### config.mk
export PLATFORM = sky130hd
export DESIGN_NAME = sptmr_core
export DESIGN_NICKNAME = d
export VERILOG_FILES = /design/src/logic/sptmr_pkg.sv /design/src/logic/sptmr_core.sv
export SDC_FILE = /design/constraint.sdc
export NUM_CORES = 1
export LEC_CHECK = 0
export ABC_AREA = 1
export BUFFER_PORTS_ARGS = -buffer_cell sky130_fd_sc_hd__buf_2
export CAP_MARGIN = 20
export CELL_PAD_IN_SITES_DETAIL_PLACEMENT = 0
export CELL_PAD_IN_SITES_GLOBAL_PLACEMENT = 1
export CORE_ASPECT_RATIO = 0.75
export CORE_MARGIN = 1
export CORE_UTILIZATION = 39
export CTS_CLUSTER_DIAMETER = 40
export DETAILED_ROUTE_END_ITERATION = 10
export PLACE_DENSITY_LB_ADDON = 0.1
export SLEW_MARGIN = 10
export SYNTH_ARGS = -nofsm -noshare
export SYNTH_HDL_FRONTEND = slang
export SYNTH_SLANG_ARGS = --single-unit
### constraint.sdc
create_clock -name clk_i -period 2.2 [get_ports clk_i]
set_input_delay 0.44 -clock clk_i [delete_from_list [all_inputs] [get_ports clk_i]]
set_output_delay 0.44 -clock clk_i [all_outputs]
set_load 0.02 [all_outputs]
### src/logic/sptmr_pkg.sv
// Constants and types shared by the split-mode timer and timer control/status logic.
package sptmr_pkg;

	// ----------------------------------------
	// Control/status register layout
	// ----------------------------------------
	localparam int          TCS_T1_FLAG = 7;
	localparam int          TCS_T1_RUN  = 6;
	localparam int          TCS_T0_FLAG = 5;
	localparam int          TCS_T0_RUN  = 4;
	localparam int          TCS_XB_FLAG = 3;
	localparam int          TCS_XB_TYPE = 2;
	localparam int          TCS_XA_FLAG = 1;
	localparam int          TCS_XA_TYPE = 0;
	localparam logic [7:0]  TCS_RESET   = 8'h00;

	// ----------------------------------------
	// Mode register layout and mode codes
	// ----------------------------------------
	localparam int          TMR_SECOND_GATE_ENABLE   = 7;
	localparam int          TMR_SRC1    = 6;
	localparam int          TMR_M1_HI   = 5;
	localparam int          TMR_M1_LO   = 4;
	localparam int          TMR_FIRST_GATE_ENABLE   = 3;
	localparam int          TMR_SRC0    = 2;
	localparam int          TMR_M0_HI   = 1;
	localparam int          TMR_M0_LO   = 0;
	localparam logic [1:0]  MODE_13BIT  = 2'h0;
	localparam logic [1:0]  MODE_16BIT  = 2'h1;
	localparam logic [1:0]  MODE_RELOAD = 2'h2;
	localparam logic [1:0]  MODE_SPLIT  = 2'h3;

	// ----------------------------------------
	// Counter byte select codes and byte values
	// ----------------------------------------
	localparam logic [1:0]  SEL_T0_LOW  = 2'h0;
	localparam logic [1:0]  SEL_T0_HIGH = 2'h1;
	localparam logic [1:0]  SEL_T1_LOW  = 2'h2;
	localparam logic [1:0]  SEL_T1_HIGH = 2'h3;
	localparam logic [7:0]  BYTE_RESET  = 8'h00;
	localparam logic [7:0]  BYTE_FULL   = 8'hFF;

	typedef struct packed {
		logic [7:0] tcs;
		logic [7:0] t0_lo;
		logic [7:0] t0_hi;
		logic [7:0] t1_lo;
		logic [7:0] t1_hi;
		logic [2:0] ev_a_sync;
		logic [2:0] ev_b_sync;
		logic [2:0] gt_a_sync;
		logic [2:0] gt_b_sync;
		logic       ev_a_st;
		logic       ev_b_st;
		logic       gt_a_st;
		logic       gt_b_st;
		logic       baud;
	} sptmr_state_type;

endpackage : sptmr_pkg

### src/logic/sptmr_core.sv
// Split-mode timer pair with the timer control/status register.
`timescale 1ns/1ps
module sptmr_core
	import sptmr_pkg::*;
(
	input  wire logic       clk_i,
	input  wire logic       sys_rst_i,
	input  wire logic       sfr_wr_i,
	input  wire logic [7:0] sfr_wdata_i,
	output logic      [7:0] timer_control_status_o,
	input  wire logic [7:0] timer_mode_register_i,
	input  wire logic       first_clock_select_i,
	input  wire logic       second_clock_select_i,
	input  wire logic       prescale_tick_i,
	input  wire logic       cnt_wr_i,
	input  wire logic [1:0] cnt_sel_i,
	input  wire logic [7:0] cnt_wdata_i,
	output logic      [7:0] first_timer_low_byte_o,
	output logic      [7:0] first_timer_high_byte_o,
	output logic      [7:0] second_timer_low_byte_o,
	output logic      [7:0] second_timer_high_byte_o,
	input  wire logic       event_input_a_i,
	input  wire logic       event_input_b_i,
	input  wire logic       ext_gate_input_a_i,
	input  wire logic       ext_gate_input_b_i,
	input  wire logic       gate_a_polarity_i,
	input  wire logic       gate_b_polarity_i,
	input  wire logic       ack_first_timer_i,
	input  wire logic       ack_second_timer_i,
	input  wire logic       ack_ext_irq_a_i,
	input  wire logic       ack_ext_irq_b_i,
	output logic            first_timer_overflow_flag_o,
	output logic            second_timer_overflow_flag_o,
	output logic            ext_irq_a_flag_o,
	output logic            ext_irq_b_flag_o,
	output logic            baud_tick_o
);

	// ----------------------------------------
	// Helpers
	// ----------------------------------------
	// Returns {overflow, high, low} after one count in the given mode.
	function automatic logic [16:0] sptmr_step(input logic [1:0] mode,
	                                           input logic [7:0] lo,
	                                           input logic [7:0] hi);
		logic [13:0] s13;
		logic [16:0] s16;
		logic [16:0] r;
		s13 = {1'b0, hi, lo[4:0]} + 14'h0001;
		s16 = {1'b0, hi, lo} + 17'h0_0001;
		case (mode)
			MODE_13BIT:  r = {s13[13], s13[12:5], lo[7:5], s13[4:0]};
			MODE_16BIT:  r = s16;
			MODE_RELOAD: r = (lo == BYTE_FULL) ? {1'b1, hi, hi} : {1'b0, hi, lo + 8'h01};
			default:     r = {1'b0, hi, lo};
		endcase
		return r;
	endfunction : sptmr_step

	// A change is taken once the second and third stages agree.
	function automatic logic sptmr_filt(input logic [2:0] sync, input logic st);
		return (sync[1] == sync[2]) ? sync[2] : st;
	endfunction : sptmr_filt

	// ----------------------------------------
	// State
	// ----------------------------------------
	sptmr_state_type st_q;
	sptmr_state_type st_d;

	logic [1:0]  mode0;
	logic [1:0]  mode1;
	logic        split;
	logic        tick0;
	logic        tick1;
	logic        fall_a;
	logic        fall_b;
	logic        act_a_old;
	logic        act_a_new;
	logic        act_b_old;
	logic        act_b_new;
	logic        run0;
	logic        run1;
	logic        src0;
	logic        src1;
	logic        ovf0;
	logic        ovf0_hi;
	logic        ovf1;
	logic        set_tf0;
	logic        set_tf1;
	logic [8:0]  lo_sum;
	logic [8:0]  hi_sum;
	logic [16:0] step0;
	logic [16:0] step1;

	assign mode0 = timer_mode_register_i[TMR_M0_HI:TMR_M0_LO];
	assign mode1 = timer_mode_register_i[TMR_M1_HI:TMR_M1_LO];
	assign split = (mode0 == MODE_SPLIT);
	assign tick0 = first_clock_select_i | prescale_tick_i;
	assign tick1 = second_clock_select_i | prescale_tick_i;

	// ----------------------------------------
	// Next state
	// ----------------------------------------
	always_comb begin
		st_d = st_q;
		ovf0 = 1'b0;
		ovf0_hi = 1'b0;
		ovf1 = 1'b0;
		lo_sum = 9'h000;
		hi_sum = 9'h000;
		step0 = 17'h0_0000;
		step1 = 17'h0_0000;

		st_d.ev_a_sync = {st_q.ev_a_sync[1:0], event_input_a_i};
		st_d.ev_b_sync = {st_q.ev_b_sync[1:0], event_input_b_i};
		st_d.gt_a_sync = {st_q.gt_a_sync[1:0], ext_gate_input_a_i};
		st_d.gt_b_sync = {st_q.gt_b_sync[1:0], ext_gate_input_b_i};
		st_d.ev_a_st = sptmr_filt(st_q.ev_a_sync, st_q.ev_a_st);
		st_d.ev_b_st = sptmr_filt(st_q.ev_b_sync, st_q.ev_b_st);
		st_d.gt_a_st = sptmr_filt(st_q.gt_a_sync, st_q.gt_a_st);
		st_d.gt_b_st = sptmr_filt(st_q.gt_b_sync, st_q.gt_b_st);

		fall_a = st_q.ev_a_st & ~st_d.ev_a_st;
		fall_b = st_q.ev_b_st & ~st_d.ev_b_st;
		act_a_old = (st_q.gt_a_st == gate_a_polarity_i);
		act_a_new = (st_d.gt_a_st == gate_a_polarity_i);
		act_b_old = (st_q.gt_b_st == gate_b_polarity_i);
		act_b_new = (st_d.gt_b_st == gate_b_polarity_i);

		// First timer: whole counter, or the low byte in split mode.
		run0 = st_q.tcs[TCS_T0_RUN] & (~timer_mode_register_i[TMR_FIRST_GATE_ENABLE] | act_a_old);
		src0 = timer_mode_register_i[TMR_SRC0] ? fall_a : tick0;
		if (split) begin
			if (run0 && src0) begin
				lo_sum = {1'b0, st_q.t0_lo} + 9'h001;
				st_d.t0_lo = lo_sum[7:0];
				ovf0 = lo_sum[8];
			end
			// The high byte borrows the second timer's run bit and is never event driven.
			if (st_q.tcs[TCS_T1_RUN] && tick0) begin
				hi_sum = {1'b0, st_q.t0_hi} + 9'h001;
				st_d.t0_hi = hi_sum[7:0];
				ovf0_hi = hi_sum[8];
			end
		end else if (run0 && src0) begin
			step0 = sptmr_step(mode0, st_q.t0_lo, st_q.t0_hi);
			{ovf0, st_d.t0_hi, st_d.t0_lo} = step0;
		end

		// Second timer: in split mode its run bit and gate are ignored.
		if (split) begin
			run1 = (mode1 != MODE_SPLIT);
		end else begin
			run1 = st_q.tcs[TCS_T1_RUN] & (~timer_mode_register_i[TMR_SECOND_GATE_ENABLE] | act_b_old)
				& (mode1 != MODE_SPLIT);
		end
		src1 = (timer_mode_register_i[TMR_SRC1] && !split) ? fall_b : tick1;
		if (run1 && src1) begin
			step1 = sptmr_step(mode1, st_q.t1_lo, st_q.t1_hi);
			{ovf1, st_d.t1_hi, st_d.t1_lo} = step1;
		end
		st_d.baud = ovf1;

		// Software byte loads override a count in the same cycle.
		if (cnt_wr_i) begin
			if (cnt_sel_i == SEL_T0_LOW) begin
				st_d.t0_lo = cnt_wdata_i;
			end else if (cnt_sel_i == SEL_T0_HIGH) begin
				st_d.t0_hi = cnt_wdata_i;
			end else if (cnt_sel_i == SEL_T1_LOW) begin
				st_d.t1_lo = cnt_wdata_i;
			end else begin
				st_d.t1_hi = cnt_wdata_i;
			end
		end

		// Control/status: software write and vector clears first, hardware sets last.
		if (sfr_wr_i) begin
			st_d.tcs = sfr_wdata_i;
		end
		if (ack_first_timer_i) begin
			st_d.tcs[TCS_T0_FLAG] = 1'b0;
		end
		if (ack_second_timer_i) begin
			st_d.tcs[TCS_T1_FLAG] = 1'b0;
		end
		if (ack_ext_irq_a_i && st_q.tcs[TCS_XA_TYPE]) begin
			st_d.tcs[TCS_XA_FLAG] = 1'b0;
		end
		if (ack_ext_irq_b_i && st_q.tcs[TCS_XB_TYPE]) begin
			st_d.tcs[TCS_XB_FLAG] = 1'b0;
		end
		set_tf0 = ovf0;
		set_tf1 = split ? ovf0_hi : ovf1;
		if (set_tf0) begin
			st_d.tcs[TCS_T0_FLAG] = 1'b1;
		end
		if (set_tf1) begin
			st_d.tcs[TCS_T1_FLAG] = 1'b1;
		end
		// Level type follows the pin, so a software clear only sticks once it is inactive.
		if (st_q.tcs[TCS_XA_TYPE]) begin
			if (act_a_new && !act_a_old) begin
				st_d.tcs[TCS_XA_FLAG] = 1'b1;
			end
		end else begin
			st_d.tcs[TCS_XA_FLAG] = act_a_new;
		end
		if (st_q.tcs[TCS_XB_TYPE]) begin
			if (act_b_new && !act_b_old) begin
				st_d.tcs[TCS_XB_FLAG] = 1'b1;
			end
		end else begin
			st_d.tcs[TCS_XB_FLAG] = act_b_new;
		end
	end

	always_ff @(posedge clk_i or posedge sys_rst_i) begin
		if (sys_rst_i) begin
			st_q <= '0;
		end else begin
			st_q <= st_d;
		end
	end

	// ----------------------------------------
	// Outputs
	// ----------------------------------------
	assign timer_control_status_o       = st_q.tcs;
	assign first_timer_low_byte_o       = st_q.t0_lo;
	assign first_timer_high_byte_o      = st_q.t0_hi;
	assign second_timer_low_byte_o      = st_q.t1_lo;
	assign second_timer_high_byte_o     = st_q.t1_hi;
	assign first_timer_overflow_flag_o  = st_q.tcs[TCS_T0_FLAG];
	assign second_timer_overflow_flag_o = st_q.tcs[TCS_T1_FLAG];
	assign ext_irq_a_flag_o             = st_q.tcs[TCS_XA_FLAG];
	assign ext_irq_b_flag_o             = st_q.tcs[TCS_XB_FLAG];
	assign baud_tick_o                  = st_q.baud;
endmodule : sptmr_core

==> flow_summary.toml, run 1 <==
[power_and_ir_drop]
static-leakage-power_nw = 2.62
pwr_per_cell_area_mw_per_mm2 = 869
vdd.ir_drop.worst_mv = 0.483

[critical_path]
setup.worst_path.class = "reg -> reg"
path_cells = "ha_1, nand2_1, nor2_4, nand3b_1, a21oi_2, nor2_1, nor2_1, nand2_1, a21oi_1"
setup.worst_path.start_class = "flip-flop"
arrival_time_of_the_worst_setup_path_ps = 2270
worst_setup_path_startpoint = "first_timer_low_byte_o[0]"
worstPathRequired_ps = 2450
family_of_cells_with_the_greatest_summed_delay_on_the_critical_path = "simple AND/OR/NAND/NOR gates"
critical_path.endpoint_type = "flip-flop"
timing.critical_path.slowest_cell_delay_ps = 470
worst_path_max_delay_cell = "dfrtp_1"
path_max_fanout = 8
worst_r2r_startpoint = "first_timer_low_byte_o[0]"
path_buf_inv = 0

[sta]
hold_viol = 0
fmaxAchievable_mhz = 494
final.min_clock_period_ps = 2030
relative_max_transition_margin = 0.569
final_critical_path_setup_slack_ps = 175
timing_max_transition_violations_final = 0
skew_ps = 7.89
setup_violations = 0
tightest_slew_ps = 646
grt_setup_unrepaired = "no"
fin_setup_tns_ps = 0
layout_worst_path_cycle_share = 0.921

[global_route]
number_of_antenna_violations_at_the_first_check_in_global_routing = 0
grt_pass1_vias = 4282
grt_first_pass_wirelength_mm = 23.7
global_route.overflow_total = 0
grt_start_max_net_pins = 30
track_usage = 0.262

[synthesis]
synth_area_leader_cell = "dfrtp_1"
synth.lib_cells_used.distinct = 45
yosys_warning_count = 0
yosys-top-cells-area = "dfrtp_1 (31%), nand2_1 (14%), nand3_1 (7.6%)"
most_frequent_cell_after_synthesis = "nand2_1"
synth_enable_flop_cells = 0
synth.top_cell.area_share = 0.315
synthCells = 685
synth_commonest_cells = "nand2_1 (167), nor2_1 (81), inv_1 (74)"
synth_seq_cells = 57
synthesized_nets = 731
synth_ff_type = "dfrtp_1"
ys_async_sr_fraction = 1.00
synth-seq-area-share = 0.315
syn-cell-area_mm2 = 0.00453
post_synth.cell_area_avg_um2 = 6.61

[finish]
stdcell_area_mm2 = 0.00518
drive_above_1_share = 0.205
finalNetCount = 791
layout.filler_cells = 1180
insertedDiodeCount = 0
synthToLayoutAreaGrowth_pct = 14.4

[clock_tree]
clock_sink_total = 57
clock_tree.root_cell = "clkbuf_16"
post-cts-setup-buffer-count = 0
htree_num_levels = 3
tritoncts = "done"
holdBufCountCts = 0
worst_setup_hold_path_clk_slew_ps = 50
numCtsBuffers = 9
cts_buffer_depth = 2
worst_skew_pair.late_latency_ps = 330
post_cts_resize_count = 0

[placement]
post-dp-hpwl_mm = 11.9
gp_congestion = 0.945
postPlaceCellArea_mm2 = 0.00488
preCtsSetupSlack_ps = 247
place.port_buffers = 87

[floorplanning]
ios = 88
coreArea_mm2 = 0.0111
std_cell_rows = 33
initial_core_util = 0.408
floorplan.die.width_um = 126
die_height_um = 95.3
design.die.area_mm2 = 0.0121

[hold_path]
timing.hold.worst.class = "in -> async"

[flow_run]
timing.max_cap.violations = 0

[run_status]
status = "completed"

[route]
detail_route.vias_per_cell = 5.36
drc = 0
postRouteWirelength_mm = 15.3
number_of_iterations_in_the_first_detailed_routing_pass = 4
drt.antenna.violating_nets = 0
vias = 4767
post_drt_wl_per_cell_um = 17.2
detail_route.iter0.violations = 354
-- area by class of cell --
| type | count | area (um2) | share of cell area |
|---|---|---|---|
| Clock buffer | 12 | 256 | 0.0495 |
| Clock inverter | 4 | 51.3 | 0.00990 |
| Inverter | 83 | 314 | 0.0606 |
| Multi-Input combinational cell | 493 | 2410 | 0.464 |
| Sequential cell | 57 | 1430 | 0.275 |
| Tap cell | 140 | 175 | 0.0338 |
| Timing Repair Buffer | 101 | 553 | 0.107 |
-- power breakdown --
part	internal, mW	switching [mW]
sequential	1.23	0.314
combinational	0.506	1.01
clock	0.938	0.508
-- through the flow --
| stage | util | power (mW) | instances | hold WS [ps] |
|---|---|---|---|---|
| 2_1_floorplan | - | 2.70 | 685 | 331 |
| 3_5_place_dp | 0.439 | 3.05 | 874 | 337 |
| 5_1_grt | 0.467 | 4.76 | 890 | 207 |
| 3_3_place_gp | 0.439 | 3.05 | 874 | 334 |
| 4_1_cts | 0.467 | 4.51 | 890 | 212 |
| 6_report | 0.467 | 4.50 | 890 | 204 |
-- sequential cells by signal, summed over array words and instances, names as in the netlist --
name and cells:
baud_tick_o 1, first_timer_high_byte_o 8, second_timer_low_byte_o 8, timer_control_status_o 8
first_timer_low_byte_o 8, st_q 8, second_timer_high_byte_o 8, st_d 8
-- kinds of logic (layout without fill, tap and decap cells) --
group | Yosys count | count (layout) | share of synthesized area
fa+ha+maj | 7 | 7 | 0.0171
compound gates | 112 | 112 | 0.136
simple gates | 365 | 365 | 0.360
xor+xnor | 9 | 9 | 0.0174
buf+inv | 135 | 200 | 0.154
flops | 57 | 57 | 0.315
-- per-layer routing --
| layer | global-route usage | wire, um | vias up |
|---|---|---|---|
| met3 | 0.0426 | 1290 | 15 |
| met4 | 0.0663 | 182 | 0 |
| met5 | 0 | 0 | - |
| li1 | - | - | 2310 |
| met1 | 0.412 | 8000 | 2221 |
| met2 | 0.360 | 5820 | 221 |
-- placed cells by master, fill, tap and decap left out, types with 6 or more instances in the layout --
| cell | netlist | routed |
|---|---|---|
| nand4_1 | 10 | 10 |
| clkbuf_16 | 0 | 9 |
| buf_2 | 5 | 87 |
| inv_2 | 7 | 8 |
| o21ai_0 | 37 | 37 |
| nor3_1 | 9 | 9 |
| nand2_1 | 167 | 167 |
| nand3_1 | 69 | 69 |
| o21ai_1 | 6 | 6 |
| nor2_1 | 81 | 81 |
| buf_4 | 42 | 13 |
| dfrtp_1 | 57 | 57 |
| a21oi_1 | 50 | 50 |
| inv_1 | 74 | 73 |
-- path summary, 6_finish.rpt --
check,cells past startpoint,slack (ps),end
max,9,170,first_timer_high_byte_o[0]
min,2,200,st_d[13]
max reg2reg,9,170,first_timer_high_byte_o[0]
min reg2reg,0,350,st_d[10]
max in group asynchronous,3,1410,first_timer_high_byte_o[7]
min in group clk_i,1,220,st_d[9]
Power figures use the tool's default switching activity.
==> run 2, diff against run 1 <==
Settings changed: CAP_MARGIN 20 to 0.
Clock period 2.2 ns to 1.9 ns, I/O delays scaled along.
==> flow_summary.toml, run 2 (same netlist as run 1, synthesis figures left out) <==
[run_status]
status = "completed"

[power_and_ir_drop]
pwr_per_cell_area_mw_per_mm2 = 1010
static-leakage-power_nw = 2.76
vdd.ir_drop.worst_mv = 0.569

[placement]
gp_congestion = 0.977
post-dp-hpwl_mm = 12.0
place_inst = 900
place.port_buffers = 87
preCtsSetupSlack_ps = 96.8

[route]
detail_route.iter0.violations = 332
number_of_iterations_in_the_first_detailed_routing_pass = 5
detail_route.vias_per_cell = 5.26
post_drt_wl_per_cell_um = 16.6
drc = 0
postRouteWirelength_mm = 15.2
vias = 4821
drt.antenna.violating_nets = 0

[clock_tree]
clock_tree.root_cell = "clkbuf_16"
holdBufCountCts = 0
htree_num_levels = 3
worst_setup_hold_path_clk_slew_ps = 60
post-cts-setup-buffer-count = 0
numCtsBuffers = 9
cts_buffer_depth = 2
worst_skew_pair.late_latency_ps = 330
tritoncts = "done"
clock_sink_total = 57

[critical_path]
setup.worst_path.start_class = "flip-flop"
family_of_cells_with_the_greatest_summed_delay_on_the_critical_path = "simple AND/OR/NAND/NOR gates"
critical_path.endpoint_type = "flip-flop"
path_cells = "ha_1, nand2_2, nor2_4, nand3_4, a21oi_4, inv_1, nand2_1, nand3_1, nand2_1, o21ai_1"
path_max_fanout = 8
worstPathRequired_ps = 2120
crit_path_frequent_cell = "nand2_1"
timing.critical_path.slowest_cell_delay_ps = 400
path_buf_inv = 1
setup.worst_path.class = "reg -> reg"
worst_path_max_delay_cell = "dfrtp_1"
arrival_time_of_the_worst_setup_path_ps = 2020

[finish]
most-common-layout-cells = "nand2_1 (166), buf_2 (87), nor2_1 (81)"
most_common_library_cell_in_the_layout_ignoring_fill_and_taps = "nand2_1"
layout.cells.non_filler = 916
drive_above_1_share = 0.235
synthToLayoutAreaGrowth_pct = 19.9
insertedDiodeCount = 0
final_core_utilization = 0.489
finalNetCount = 817

[floorplanning]
coreArea_mm2 = 0.0111
ios = 88
die_height_um = 95.3
std_cell_rows = 33
initial_core_util = 0.408
design.die.area_mm2 = 0.0121
floorplan.die.width_um = 126

[sta]
fmaxAchievable_mhz = 555
timing_max_transition_violations_final = 0
skew_ps = 6.69
tightest_slew_ps = 424
setup_violations = 0
hold_viol = 0
fin_setup_tns_ps = 0
final_critical_path_setup_slack_ps = 99.6
final.min_clock_period_ps = 1800
relative_max_transition_margin = 0.714
layout_worst_path_cycle_share = 0.948

[global_route]
grt_pass1_vias = 4320
track_usage = 0.261
grt_first_pass_wirelength_mm = 23.8
number_of_antenna_violations_at_the_first_check_in_global_routing = 0
global_route.overflow_total = 0
grt_start_max_net_pins = 31

[hold_path]
timing.hold.worst.class = "in -> async"

[flow_run]
timing.max_cap.violations = 0
## run 2: power breakdown
group / leakage [nW] / internal [mW] / switching, mW
logic: 1.93 / 0.699 / 1.27
clock network: 0.159 / 1.19 / 0.609
registers: 0.676 / 1.42 / 0.273
## run 2: final cells by class
| cell class | instances | area (um2) |
|---|---|---|
| clock buffer | 10 | 239 |
| clock inverter | 6 | 90.1 |
| fill | 1164 | 5680 |
| inverter | 83 | 317 |
| multi-input combinational | 493 | 2420 |
| sequential | 57 | 1430 |
| tap | 140 | 175 |
| timing repair buffer | 127 | 761 |
## run 2: worst register-to-register path, cell delays in order (launching register included)
cell and delay, ps:
dfrtp_1 400, ha_1 210, nand2_2 110, nor2_4 210
nand3_4 160, a21oi_4 230, inv_1 80, nand2_1 60
nand3_1 80, nand2_1 90, o21ai_1 60
## run 2: final timing paths
path	from	endpoint	slack [ps]	cells after the start
max in group asynchronous	sys_rst_i	st_d[16]	1380	3
min in group clk_i	ext_gate_input_a_i	st_d[9]	150	1
setup / recovery	second_timer_low_byte_o[1]	second_timer_low_byte_o[1]	100	10
setup reg to reg	second_timer_low_byte_o[1]	second_timer_low_byte_o[1]	100	10
hold / removal	sys_rst_i	timer_control_status_o[2]	10	2
hold reg to reg	st_d[9]	st_d[10]	350	0
## run 2: repair_timing
item                                    in CTS  in global routing
hold endpoints to repair                     0                  0
resized for setup                            0                  5
endpoints found under the setup margin       0                  5
## run 2: per-layer routing
layer,track usage,up-vias,routed length (um)
li1,-,2367,-
met1,0.408,2256,8060
met2,0.357,188,5800
met3,0.0617,10,1260
met4,0.0482,0,93
met5,0,-,0
## run 2: stage by stage
stage | area [um2] | power, mW | hold slack, ps
after floorplan | 4530 | 3.13 | 331
after global placement | 5080 | 3.64 | 333
after detailed placement | 5080 | 3.64 | 338
after CTS | 5410 | 5.45 | 15.8
after global routing | 5430 | 5.78 | 39.9
final | 5430 | 5.46 | 12.3
==> run 3, diff against run 2 <==
Clock period 1.9 ns to 1.99 ns, I/O delays scaled along.
==> flow_summary.toml, run 3 (same netlist as run 1, synthesis figures left out) <==
[run_status]
status = "completed"

[placement]
place_inst = 889
preCtsSetupSlack_ps = 129
post-dp-hpwl_mm = 11.7
postPlaceCellArea_mm2 = 0.00499
gp_congestion = 0.979
place.port_buffers = 87

[sta]
timing_max_transition_violations_final = 0
fin_setup_tns_ps = 0
fmaxAchievable_mhz = 552
tightest_slew_ps = 477
layout_worst_path_cycle_share = 0.910
skew_ps = 4.97
final_worst_hold_slack_ps = 124
grt_setup_unrepaired = "no"
setup_violations = 0
hold_viol = 0
final.min_clock_period_ps = 1810
relative_max_transition_margin = 0.678
final_critical_path_setup_slack_ps = 179

[clock_tree]
cts_buffer_depth = 2
worst_setup_hold_path_clk_slew_ps = 50
htree_num_levels = 3
holdBufCountCts = 0
clock_tree.root_cell = "clkbuf_16"
numCtsBuffers = 9
worst_skew_pair.late_latency_ps = 330
tritoncts = "done"
clock_sink_total = 57

[critical_path]
crit_path_frequent_cell = "nand2_1"
setup.worst_path.class = "reg -> reg"
rr_endpoint = "first_timer_high_byte_o[4]"
path_cells = "ha_1, nand2_1, nor2_4, nand3b_1, a21oi_2, nand3_1, nand2_1, nand2_1, a21oi_1"
family_of_cells_with_the_greatest_summed_delay_on_the_critical_path = "simple AND/OR/NAND/NOR gates"
worst_path_max_delay_cell = "dfrtp_1"
worstPathRequired_ps = 2250
critical_path.endpoint_type = "flip-flop"
worst-r2r-cell-count = 9
path_max_fanout = 7
setup.worst_path.start_class = "flip-flop"
crit_path_cell_count = 9
timing.reg2reg.setup_slack_ps = 180
cp-endpoint = "first_timer_high_byte_o[4]"
worst_r2r_startpoint = "first_timer_low_byte_o[1]"
path_buf_inv = 0
worst_setup_path_startpoint = "first_timer_low_byte_o[1]"
timing.critical_path.slowest_cell_delay_ps = 420
arrival_time_of_the_worst_setup_path_ps = 2070

[global_route]
grt_pass1_vias = 4458
grt_first_pass_wirelength_mm = 24.2
number_of_antenna_violations_at_the_first_check_in_global_routing = 0
track_usage = 0.265
global_route.overflow_total = 0
grt_start_max_net_pins = 58

[route]
detail_route.vias_per_cell = 5.22
post_drt_wl_per_cell_um = 16.7
postRouteWirelength_mm = 15.2
detail_route.iter0.violations = 383
vias = 4727
drt.antenna.violating_nets = 0
number_of_iterations_in_the_first_detailed_routing_pass = 5
drc = 0

[finish]
insertedDiodeCount = 0
most-common-layout-cells = "nand2_1 (166), buf_2 (87), nor2_1 (81)"
synthToLayoutAreaGrowth_pct = 17.3
final_core_utilization = 0.478
layout.filler_cells = 1146
most_common_library_cell_in_the_layout_ignoring_fill_and_taps = "nand2_1"
layout.cells.non_filler = 906
finalNetCount = 808
stdcell_area_mm2 = 0.00531
drive_above_1_share = 0.225

[floorplanning]
coreArea_mm2 = 0.0111
std_cell_rows = 33
design.die.area_mm2 = 0.0121
ios = 88
initial_core_util = 0.408
floorplan.die.width_um = 126
die_height_um = 95.3

[power_and_ir_drop]
post-layout-total-power_mw = 5.00
pwr_per_cell_area_mw_per_mm2 = 941
vdd.ir_drop.worst_mv = 0.513
static-leakage-power_nw = 2.70

[flow_run]
timing.max_cap.violations = 0

[hold_path]
timing.hold.worst.class = "in -> async"
[run 3: worst register-to-register path, cell delays in order, from the launching register on]
cell and delay, ps:
dfrtp_1 420, ha_1 190, nand2_1 120, nor2_4 230, nand3b_1 200, a21oi_2 230, nand3_1 100, nand2_1 90
nand2_1 50, a21oi_1 110
[run 3: area by class of cell]
| class | count | area (um2) | share of cell area |
|---|---|---|---|
| Clock buffer | 10 | 239 | 0.0450 |
| Tap cell | 140 | 175 | 0.0330 |
| Timing Repair Buffer | 118 | 681 | 0.128 |
| Multi-Input combinational cell | 493 | 2420 | 0.455 |
| Sequential cell | 57 | 1430 | 0.269 |
| Inverter | 83 | 317 | 0.0596 |
| Clock inverter | 5 | 56.3 | 0.0106 |
[run 3: how the worst min path moves through the flow]
| stage | end | start | slack, ps | depth (start not counted) |
|---|---|---|---|---|
| after floorplan | st_d[10] | st_d[9] | 330 | 0 |
| final | st_d[7] | sys_rst_i | 120 | 3 |
| after detailed placement | st_d[10] | st_d[9] | 340 | 0 |
| after global routing | st_d[7] | sys_rst_i | 150 | 3 |
| after global placement | st_d[10] | st_d[9] | 330 | 0 |
| after CTS | st_d[7] | sys_rst_i | 140 | 3 |
[run 3: layer usage]
| layer | GRT usage | wire length, um | share of wire |
|---|---|---|---|
| met5 | 0 | 0 | 0 |
| met4 | 0.0582 | 129 | 0.0085 |
| met3 | 0.0488 | 1270 | 0.084 |
| met2 | 0.369 | 5790 | 0.38 |
| met1 | 0.414 | 7980 | 0.53 |
[run 3: repair_timing]
action                                  in CTS  in global routing
endpoints found under the setup margin       0                  5
endpoints found under the hold margin        0                  0
gates resized for setup                      0                  4
buffers inserted                             0                  2
[run 3: where the power goes]
part	leakage, nW	internal, mW	total, mW	switching (mW)
combinational	1.88	0.620	1.79	1.17
clock	0.144	0.992	1.55	0.561
sequential	0.676	1.36	1.65	0.292
total	2.70	2.97	5.00	2.03
